File: src/logic/bps_defs.svh
// Constant definitions for the brake and motor power sequencer.
`ifndef BPS_DEFS_SVH
`define BPS_DEFS_SVH

`define BPS_CLK_KHZ      25000
`define BPS_TICK_MS      1
`define BPS_TICK_CYC     (`BPS_CLK_KHZ * `BPS_TICK_MS)

`define BPS_REG_DLY01    3'h0
`define BPS_REG_DLY23    3'h1
`define BPS_REG_FLAGS    3'h2
`define BPS_REG_ACC      3'h3
`define BPS_REG_CTRL     3'h4
`define BPS_REG_STATUS   3'h5

`define BPS_BF_ENABLE    0
`define BPS_BF_CUTS      1
`define BPS_ACC_PRESENT  0
`define BPS_ACC_HOLD_EN  1
`define BPS_CTRL_PWR     0

`define BPS_DLY_RST      16'h0000
`define BPS_FLAGS_RST    8'h00
`define BPS_ACC_RST      32'h0000_0000
`define BPS_CTRL_RST     1'h0

`endif

File: src/logic/bps_pkg.sv
// Types shared by the brake and motor power sequencer modules.
`include "bps_defs.svh"

package bps_pkg;

  typedef enum logic [2:0] {
    BPS_OFF       = 3'b000,
    BPS_PWR_WAIT  = 3'b001,
    BPS_REL_WAIT  = 3'b010,
    BPS_READY     = 3'b011,
    BPS_STOP_WAIT = 3'b100,
    BPS_ENG_WAIT  = 3'b101,
    BPS_HOLD      = 3'b110
  } bps_state_t;

  typedef struct packed {
    bps_state_t  st;
    logic [15:0] power_on_to_release_delay;
    logic [15:0] release_to_ready_delay;
    logic [15:0] stop_to_engage_delay;
    logic [15:0] engage_to_power_off_delay;
    logic [7:0]  flags;
    logic [31:0] acc;
    logic        preq;
    logic        preq_prev;
    logic        moving;
    logic        pend;
    logic        power;
    logic        engaged;
    logic        drive;
    logic        ready;
    logic        go;
    logic        wreq;
    logic [31:0] rdata;
  } bps_seq_t;

  typedef struct packed {
    logic [15:0] pre;
    logic [15:0] rem;
    logic        expired;
  } bps_tmr_t;

endpackage : bps_pkg

File: src/logic/bps_tmr_if.sv
// Link between the sequencer and its millisecond delay timer.
interface bps_tmr_if;
  logic        start;
  logic [15:0] len;
  logic        done;
  modport seq (output start, output len, input done);
  modport tmr (input start, input len, output done);
endinterface : bps_tmr_if

File: src/logic/brake_power_sequencer.sv
// Holding brake and motor power sequencer with an Avalon-MM register slave.
//
// Design decisions made here: the Avalon-MM register port and the register offsets.
`include "bps_defs.svh"

// Behaviour
// - Wait first delay from power-on to release.
// - Wait second delay from release to ready.
// - Hold early motion commands until ready.
// - Wait third delay from stop to engage.
// - Wait fourth delay from engage to power-off.
// - Sequence brake only when enable flag set.
// - Cut motor power only when flag set or control bit clear.
// - Brake counts only when present bit set.
// - Hold-when-energised bit sets drive polarity.
module brake_power_sequencer
  import bps_pkg::*;
#(
  parameter logic [15:0] TICK_CYCLES = 16'(`BPS_TICK_CYC)
) (
  input  wire logic        ref_clk,          // System clock, 25 MHz.
  input  wire logic        rst,              // Synchronous reset, active high.
  input  wire logic [2:0]  avs_address,      // Register word index.
  input  wire logic        avs_read,         // Read request.
  input  wire logic        avs_write,        // Write request.
  input  wire logic [31:0] avs_writedata,    // Write data.
  output logic      [31:0] avs_readdata,     // Read data.
  output logic             avs_waitrequest,  // Stall until the access is done.
  input  wire logic        move_cmd,         // One-cycle motion command.
  input  wire logic        motion_active,    // High while the motor moves.
  output logic             motor_power_en,   // Motor power switch on.
  output logic             brake_drive,      // Brake driver output.
  output logic             move_ready,       // Brake released, motion allowed.
  output logic             move_go           // One-cycle release of a command.
);

  bps_seq_t  q;
  bps_seq_t  n;
  bps_tmr_if tif ();

  bps_ms_timer #(.TICK_CYCLES(TICK_CYCLES)) u_timer (
    .ref_clk (ref_clk),
    .rst     (rst),
    .tmr     (tif.tmr)
  );

  always_comb begin
    logic        active;
    logic        start;
    logic        tstart;
    logic [15:0] tlen;
    logic [31:0] rd;
    active = q.flags[`BPS_BF_ENABLE] & q.acc[`BPS_ACC_PRESENT];
    start  = move_cmd | (q.preq & ~q.preq_prev);
    tstart = 1'b0;
    tlen   = q.power_on_to_release_delay;
    rd     = 32'h0000_0000;
    n           = q;
    n.go        = 1'b0;
    n.preq_prev = q.preq;
    n.moving    = motion_active;

    // One wait state: data is latched on the first edge, writes land on the second.
    if (avs_address == `BPS_REG_DLY01) begin
      rd = {q.release_to_ready_delay, q.power_on_to_release_delay};
    end else if (avs_address == `BPS_REG_DLY23) begin
      rd = {q.engage_to_power_off_delay, q.stop_to_engage_delay};
    end else if (avs_address == `BPS_REG_FLAGS) begin
      rd = {24'h00_0000, q.flags};
    end else if (avs_address == `BPS_REG_ACC) begin
      rd = q.acc;
    end else if (avs_address == `BPS_REG_CTRL) begin
      rd = {31'h0000_0000, q.preq};
    end else if (avs_address == `BPS_REG_STATUS) begin
      rd = {25'h000_0000, q.engaged, q.power, q.ready, q.pend, q.st};
    end
    if ((avs_read | avs_write) & q.wreq) begin
      n.wreq  = 1'b0;
      n.rdata = rd;
    end else if (!q.wreq) begin
      n.wreq = 1'b1;
      if (avs_write) begin
        if (avs_address == `BPS_REG_DLY01) begin
          n.power_on_to_release_delay = avs_writedata[15:0];
          n.release_to_ready_delay    = avs_writedata[31:16];
        end else if (avs_address == `BPS_REG_DLY23) begin
          n.stop_to_engage_delay      = avs_writedata[15:0];
          n.engage_to_power_off_delay = avs_writedata[31:16];
        end else if (avs_address == `BPS_REG_FLAGS) begin
          n.flags = avs_writedata[7:0];
        end else if (avs_address == `BPS_REG_ACC) begin
          n.acc = avs_writedata;
        end else if (avs_address == `BPS_REG_CTRL) begin
          n.preq = avs_writedata[`BPS_CTRL_PWR];
        end
      end
    end

    if (!active) begin
      // Without an enabled, present brake, power simply follows the control bit.
      n.st      = q.preq ? BPS_READY : BPS_OFF;
      n.power   = q.preq;
      n.ready   = q.preq;
      n.engaged = 1'b0;
      n.pend    = 1'b0;
      n.go      = move_cmd & q.preq;
    end else begin
      case (q.st)
        BPS_OFF: begin
          if (start) begin
            n.st      = BPS_PWR_WAIT;
            n.power   = 1'b1;
            n.engaged = 1'b1;
            n.pend    = move_cmd;
            tstart    = 1'b1;
            tlen      = q.power_on_to_release_delay;
          end
        end
        BPS_PWR_WAIT: begin
          if (move_cmd) begin
            n.pend = 1'b1;
          end
          if (tif.done) begin
            n.st      = BPS_REL_WAIT;
            n.engaged = 1'b0;
            tstart    = 1'b1;
            tlen      = q.release_to_ready_delay;
          end
        end
        BPS_REL_WAIT: begin
          if (move_cmd) begin
            n.pend = 1'b1;
          end
          if (tif.done) begin
            n.st    = BPS_READY;
            n.ready = 1'b1;
            n.go    = q.pend | move_cmd;
            n.pend  = 1'b0;
          end
        end
        BPS_READY: begin
          // A move released last cycle has not raised motion_active yet, so it is no stop.
          if (move_cmd) begin
            n.go = 1'b1;
          end else if (!q.go & !motion_active & (q.moving | ~q.preq)) begin
            n.st   = BPS_STOP_WAIT;
            tstart = 1'b1;
            tlen   = q.stop_to_engage_delay;
          end
        end
        BPS_STOP_WAIT: begin
          // The brake is still open here, so a new command runs at once.
          if (move_cmd) begin
            n.st = BPS_READY;
            n.go = 1'b1;
          end else if (motion_active) begin
            n.st = BPS_READY;
          end else if (tif.done) begin
            n.engaged = 1'b1;
            n.ready   = 1'b0;
            if (q.flags[`BPS_BF_CUTS] | ~q.preq) begin
              n.st   = BPS_ENG_WAIT;
              tstart = 1'b1;
              tlen   = q.engage_to_power_off_delay;
            end else begin
              n.st = BPS_HOLD;
            end
          end
        end
        BPS_ENG_WAIT, BPS_HOLD: begin
          if (move_cmd) begin
            n.st      = BPS_REL_WAIT;
            n.engaged = 1'b0;
            n.pend    = 1'b1;
            tstart    = 1'b1;
            tlen      = q.release_to_ready_delay;
          end else if (q.st == BPS_HOLD) begin
            if (!q.preq) begin
              n.st   = BPS_ENG_WAIT;
              tstart = 1'b1;
              tlen   = q.engage_to_power_off_delay;
            end
          end else if (tif.done) begin
            n.st    = BPS_OFF;
            n.power = 1'b0;
          end
        end
        default: begin
          n.st = BPS_OFF;
        end
      endcase
    end

    // Energise to hold, or energise to release, as the accessory bits say.
    n.drive = n.flags[`BPS_BF_ENABLE] & n.acc[`BPS_ACC_PRESENT] &
              (n.acc[`BPS_ACC_HOLD_EN] ? n.engaged : ~n.engaged);
    tif.start = tstart;
    tif.len   = tlen;
  end

  always_ff @(posedge ref_clk) begin
    if (rst) begin
      q <= '{st: BPS_OFF, power_on_to_release_delay: `BPS_DLY_RST,
             release_to_ready_delay: `BPS_DLY_RST, stop_to_engage_delay: `BPS_DLY_RST,
             engage_to_power_off_delay: `BPS_DLY_RST, flags: `BPS_FLAGS_RST,
             acc: `BPS_ACC_RST, preq: `BPS_CTRL_RST, wreq: 1'b1, rdata: 32'h0000_0000, default: 1'b0};
    end else begin
      q <= n;
    end
  end

  assign avs_readdata    = q.rdata;
  assign avs_waitrequest = q.wreq;
  assign motor_power_en  = q.power;
  assign brake_drive     = q.drive;
  assign move_ready      = q.ready;
  assign move_go         = q.go;

  // Cycles spent in the current state, for the delay checks below.
  logic [31:0] st_cnt;
  always_ff @(posedge ref_clk) begin
    if (rst || (n.st != q.st)) begin
      st_cnt <= 32'h0000_0000;
    end else begin
      st_cnt <= st_cnt + 32'h0000_0001;
    end
  end
endmodule : brake_power_sequencer

File: src/logic/bps_ms_timer.sv
// Millisecond delay timer: counts len ticks of TICK_CYCLES clocks each.
`include "bps_defs.svh"
module bps_ms_timer
  import bps_pkg::*;
#(
  parameter logic [15:0] TICK_CYCLES = 16'(`BPS_TICK_CYC)
) (
  input  wire logic ref_clk,  // System clock.
  input  wire logic rst,      // Synchronous reset, active high.
  bps_tmr_if.tmr    tmr       // Start, length and expiry.
);

  bps_tmr_t q;
  bps_tmr_t n;

  // The prescaler restarts with every load, so a delay of N is exactly N ticks long.
  always_comb begin
    n = q;
    if (tmr.start) begin
      n.pre     = 16'h0000;
      n.rem     = tmr.len;
      n.expired = (tmr.len == 16'h0000);
    end else if (!q.expired) begin
      if (q.pre == TICK_CYCLES - 16'h0001) begin
        n.pre = 16'h0000;
        n.rem = q.rem - 16'h0001;
        if (q.rem == 16'h0001) begin
          n.expired = 1'b1;
        end
      end else begin
        n.pre = q.pre + 16'h0001;
      end
    end
  end

  always_ff @(posedge ref_clk) begin
    if (rst) begin
      q <= '{pre: 16'h0000, rem: 16'h0000, expired: 1'b1};
    end else begin
      q <= n;
    end
  end

  assign tmr.done = q.expired;

endmodule : bps_ms_timer

File: config.mk
export PLATFORM = sky130hd
export DESIGN_NAME = brake_power_sequencer
export DESIGN_NICKNAME = d
export VERILOG_FILES = /design/src/logic/bps_pkg.sv /design/src/logic/bps_tmr_if.sv /design/src/logic/brake_power_sequencer.sv /design/src/logic/bps_ms_timer.sv
export VERILOG_INCLUDE_DIRS = /design/src /design/src/logic
export SDC_FILE = /design/constraint.sdc
export NUM_CORES = 1
export LEC_CHECK = 0
export ABC_AREA = 1
export BUFFER_PORTS_ARGS = -buffer_cell sky130_fd_sc_hd__clkbuf_2
export CORE_UTILIZATION = 40
export DETAILED_ROUTE_END_ITERATION = 10
export GPL_TIMING_DRIVEN = 0
export HOLD_SLACK_MARGIN = 0.02
export PLACE_DENSITY = 0.58
export SLEW_MARGIN = 20
export SYNTH_ARGS = -nofsm -noshare
export SYNTH_HDL_FRONTEND = slang
export SYNTH_HIERARCHICAL = 1
export SYNTH_SLANG_ARGS = --single-unit
File: constraint.sdc
create_clock -name ref_clk -period 6.17 [get_ports ref_clk]
set_input_delay 0.617 -clock ref_clk [delete_from_list [all_inputs] [get_ports ref_clk]]
set_output_delay 0.617 -clock ref_clk [all_outputs]
set_load 0.01 [all_outputs]
Yosys cells after proc, flatten, opt, wreduce, memory -nomap -nowiden. Index checks and enable logic that the tools add are counted. Widths: inputs -> output; s select.

Flip-flop bits (word level): 182. Output and inout port bits: 37. Word-level logic and storage cells: 187. Input port bits: 41.

Equality and inequality tests: 31. Mux-type cells: 86. $add $sub $neg: 2. Reduce and logical (&&, ||, !) cells: 22. Bitwise logic cells: 23.

Operators by type and width (number): $mux 16 (12); $mux 34 (5); $mux 32 (5); $pmux 16 s4 (1); $mux 17 (3); $mux 3 (14); $mux 33 (1); $mux 1 (31); $ne 3x3->1 const B (7); $pmux 3 s6 (1); $add 16x1->16 const B (1); $eq 16x1->1 const B (1); $eq 16x15->1 const B (1); $logic_not 16->1 (1); $reduce_and 8->1 (2); $sub 16x1->16 const B (1); $eq 3x3->1 const B (5); $reduce_and 5->1 (3); $mux 7 (2); $eq 3x2->1 const B (4); $ne 3x2->1 const B (4); $mux 2 (5); $ne 5x4->1 const B (2); $not 1->1 (10); 20 further kinds (42).

Logic depth before layout (Yosys ltp).
Word-level depth: 11. Depth in mapped cells: 18. Gate-level depth less buffers: 16.

Cells and area by module. The synthesis kept the hierarchy.

Modules (own cells, without submodules): brake_power_sequencer (cells each 1125, sequential area each 2982.9 µm², area each 7564.8 µm², times used 1); bps_ms_timer (cells each 361, sequential area each 660.6 µm², area each 2237.1 µm², times used 1).

Worst setup path before layout. OpenSTA, ideal clock, no wires.

Path type: in2reg. Start: input port move_cmd. End: register u_timer.q (netlist bit u_timer/tmr.done). Required time: 6108 ps. Library setup time: 62 ps. Cell stages on the path: 14. Buffers on the path: 2. Data arrival time: 2187 ps. Setup slack: 3921 ps. Path through: nor2_4 -> nand3_1 -> nor2_4 -> buf_4 -> nor2_1 -> nand3_1 -> nand2_1 -> inv_1 -> buf_2 -> nand2_1 -> nor3_1 -> nor3b_1 -> nand4_1 -> nand3_1.

Word-level cells in the longest chain between the ends: 5. Elaborated cells on any way between the ends: 14. Classes of those cells: 12 x mux; 1 x bitwise; 1 x reduce/logical.

RTL lines: start, declared (line brake_power_sequencer.sv:29) `input wire logic move_cmd,`; $or 1x1->1 (line brake_power_sequencer.sv:54) `start = move_cmd | (q.preq & ~q.preq_prev);`; $mux 1 (line brake_power_sequencer.sv:110) `if (start) begin`; $pmux 1 s5 (*) (line brake_power_sequencer.sv:108) `case (q.st)`; $mux 1 (*) (line brake_power_sequencer.sv:99) `if (!active) begin`; net tif.start (line bps_tmr_if.sv:3) `logic start;`; $mux 17 (*) (line bps_ms_timer.sv:19) `if (tmr.start) begin`; end signal, assigned (line bps_ms_timer.sv:38) `q <= '{pre: 16'h0000, rem: 16'h0000, expired: 1'b1};`; end signal, assigned (line bps_ms_timer.sv:40) `q <= n;`; end, declared (line bps_ms_timer.sv:13) `bps_tmr_t q;`.

Mark *: on every way through the listed nets, which the timed path passes. The rest lies on a longest branch. A chain may end at the register's enable or synchronous reset.

Worst setup path after layout.
Start: register q[146] (netlist name). End: register u_timer.q (netlist bit u_timer/tmr.done).

Elaborated cells on any way between the ends: 17. Classes of those cells: 5 x eq/ne; 9 x mux; 3 x reduce/logical.

RTL lines: start, declared (line brake_power_sequencer.sv:37) `bps_seq_t q;`; start signal, assigned (line brake_power_sequencer.sv:203) `` q <= '{st: BPS_OFF, power_on_to_release_delay: `BPS_DLY_RST, ``; start signal, assigned (line brake_power_sequencer.sv:208) `q <= n;`; $eq 3x3->1 (line brake_power_sequencer.sv:108, brake_power_sequencer.sv:177); $mux 1 (line brake_power_sequencer.sv:177) `end else if (q.st == BPS_HOLD) begin`; $mux 1 (line brake_power_sequencer.sv:171) `if (move_cmd) begin`; $pmux 1 s5 (*) (line brake_power_sequencer.sv:108); $mux 1 (*) (line brake_power_sequencer.sv:99); net tif.start (line bps_tmr_if.sv:3); $mux 17 (*) (line bps_ms_timer.sv:19).

Marks and branches as above.

==> qor.txt <==
run status -> finished clean
Least-Margin Pin Slew -> 0.782 ns
DR iter-0 viols -> 919
Final Routed Wirelength -> 33.9 mm
Max IR drop VDD -> 0.000163 V
cell area power density -> 229 nW/um^2
post-route minimum period -> 2.99 ns
vias in the first global route -> 9289
H-tree depth -> 4
# clock sinks -> 182
TNS Setup -> 0 ns
Clock transition at path regs -> 0.08 ns
commonest non-fill, non-tap cell in the layout -> nand2_1
antenna cell count -> 0
grt total ovfl -> 0
Starting Density -> 41.3%
top cell type's share of synthesized area -> 37.2%
Root Driver -> clkbuf_16
Setup-failing EPs final -> 0
unrepaired setup endpoints after global routing -> false
clock skew -> 0.0137 ns
worst-path cell chain -> inv_2 -> nand3_2 -> nor2_1 -> clkbuf_1 -> o21ai_0 -> nand3_1 -> nand2_1 -> inv_1 -> buf_2 -> nand2_1 -> nor3_1 -> nor3b_1 -> nand4_1 -> nand3_1
routed vias/inst -> 5.29
fmax -> 0.335 GHz
Pint -> 1850 uW
Rel. slew slack -> 47.9%
synth top area cells -> dfxtp_1 37%, nand2_1 11%, nor2_1 9.3%, o21ai_0 8.5%, nand3_1 6.0%
clock network fraction of total power -> 44.6%
Post-DP Area -> 10600 sq um
syn_area_per_cell -> 6.60 sq um
Slowest cell on crit path -> clkbuf_1
Routed Antenna Nets -> 0
area delta synth->final -> 14.1%
FP Rows -> 56
switching power total -> 706 uW
crit-path max FO -> 10
Seq pwr share -> 47.6%
share of synthesized registers carrying an async set or reset -> 0%
largest net degree at the start of global routing -> 20
DRT Pass-1 Iters -> 5
Slowest Stage Delay on Critical Path -> 0.48 ns
io pins -> 78
syn nets -> 1530
Bufs on Longest Clock Path -> 2
die span in y -> 159 microns
Post-Syn Instances -> 1486
drc violations -> 0
MaxCap Viol Count -> 0
Final Cycle Share -> 48.4%
Slew Limit Fails -> 0
Finished Cell Area -> 11200 sq um
CTS buffer count -> 17
Post CTS Setup Buffer Count -> 0
Hold Buf Count CTS -> 0
vias -> 10109
register area share after synthesis -> 37.2%
Worst EP arrival -> 3.37 ns
# fillers -> 2533
area leader, netlist -> dfxtp_1
GRT Total Usage -> 27.8%
Hold Vio Cnt, Final -> 0
core area -> 23800 sq um
Setup Crit Path Kind -> flip-flop to flip-flop
number of synthesized register bits -> 182
area of the mapped netlist -> 9800 sq um
cts repair resizes -> 0
Port-buffer cells -> 76
Final Total Pwr -> 2560 uW
Die W -> 159 microns
crit start category -> flip-flop
die area -> 25100 sq um
Logic pwr share -> 7.9%
share of post-route cells with drive strength above 1 -> 14.2%
P_leak -> 0.00469 uW
CTS tree -> done
hpwl dp -> 25.6 mm
initial antenna violation count -> 0
synth warn -> 6
CP Capture Type -> flip-flop
commonest non-fill, non-tap cells in the layout -> 294 x nand2_1, 243 x nor2_1, 182 x dfxtp_1
global-route wire length before repair -> 52.6 mm
Min-Delay Path Class -> primary input to flip-flop
synth unique cells -> 41
Skew-Pair Late Insertion Delay -> 0.45 ns
Nets -> 1625
Post-synth EDFFs -> 0
Final Wtd Congestion -> 0.925
switching share of power -> 27.6%
Synth Flop Type -> dfxtp_1
WP data required -> 6.55 ns
Wirelength per Cell -> 17.7 microns
[metal layers]
layer,global-route usage [%],part of all wire [%],wire (microns)
met1,37.5,46,15500
met2,45.2,45,15300
met3,4.08,6.2,2090
met4,9.52,3.0,1000
met5,0,0,0
[cells by family after synthesis]
kind of cell               synth area share, %
and+or+nand+nor                           31.3
xor gates and xnor gates                  1.16
adders and majority gates                0.383
buffers and inverters                     11.4
AOI/OAI and AO/OA                         18.6
DFF                                       37.2
[area by class of cell]
type / count / area (sq um) / share of cell area (%)
Multi-Input combinational cell: 1063 / 5040 / 45.1
Buffer: 108 / 614 / 5.49
Clock inverter: 14 / 181 / 1.62
Inverter: 133 / 499 / 4.46
Clock buffer: 17 / 425 / 3.80
Timing Repair Buffer: 76 / 380 / 3.40
Sequential cell: 182 / 3640 / 32.6
Tap cell: 319 / 399 / 3.57
[worst max-delay path: cells and delay by family, from the launching register on]
kind / cells / cell delay [ns]
and+or+nand+nor: 9 / 1.36
AOI/OAI and AO/OA: 1 / 0.16
buffers and inverters: 4 / 0.99
DFF: 1 / 0.40
[final timing paths]
check                start               end  slack, ns  cells after the start
max reg2reg         q[146]  u_timer/tmr.done       3.18                     14
min          motion_active             q[39]       0.43                      3
max                 q[146]  u_timer/tmr.done       3.18                     14
min reg2reg          q[44]             q[44]       0.46                      2
[sequential cells by signal, summed over array words and instances, names as in the netlist]
name              flops
move_ready            1
n                     1
move_go               1
u_timer/q            32
u_timer/tmr.done      1
motor_power_en        1
q                   111
avs_waitrequest       1
avs_readdata         32
brake_drive           1
[cells in the mapped netlist, drive strengths merged (3+ instances only)]
| cell type | number |
|---|---|
| o21bai | 7 |
| o211ai | 14 |
| dfxtp | 182 |
| a22oi | 24 |
| nand2 | 304 |
| nand4 | 11 |
| clkbuf | 38 |
| a21oi | 76 |
| inv | 129 |
| a31oi | 26 |
| o22ai | 8 |
| nor3 | 13 |
| buf | 70 |
| clkinv | 4 |
| nand3 | 127 |
| xor2 | 12 |
| ha | 3 |
| o21ai | 170 |
| nor2 | 257 |
[per-stage QoR]
step	setup WS, ns	hold WS, ns	std cells	utilization, %
CTS	3.25	0.424	1912	47.1
global route	2.94	0.428	1912	47.1
floorplan	3.92	0.430	1486	-
finish	3.18	0.429	1912	47.1
global placement	3.17	0.441	1881	44.5
detailed placement	3.12	0.444	1881	44.5
[power by group through the flow]
stage          Combinational (uW)  Sequential (uW)  Clock [uW]
2_1_floorplan                 118             1240           0
3_3_place_gp                  200             1240           0
3_5_place_dp                  201             1240           0
4_1_cts                       202             1220        1150
5_1_grt                       221             1220        1210
6_report                      201             1220        1140
(Power assumes the default switching activity.)
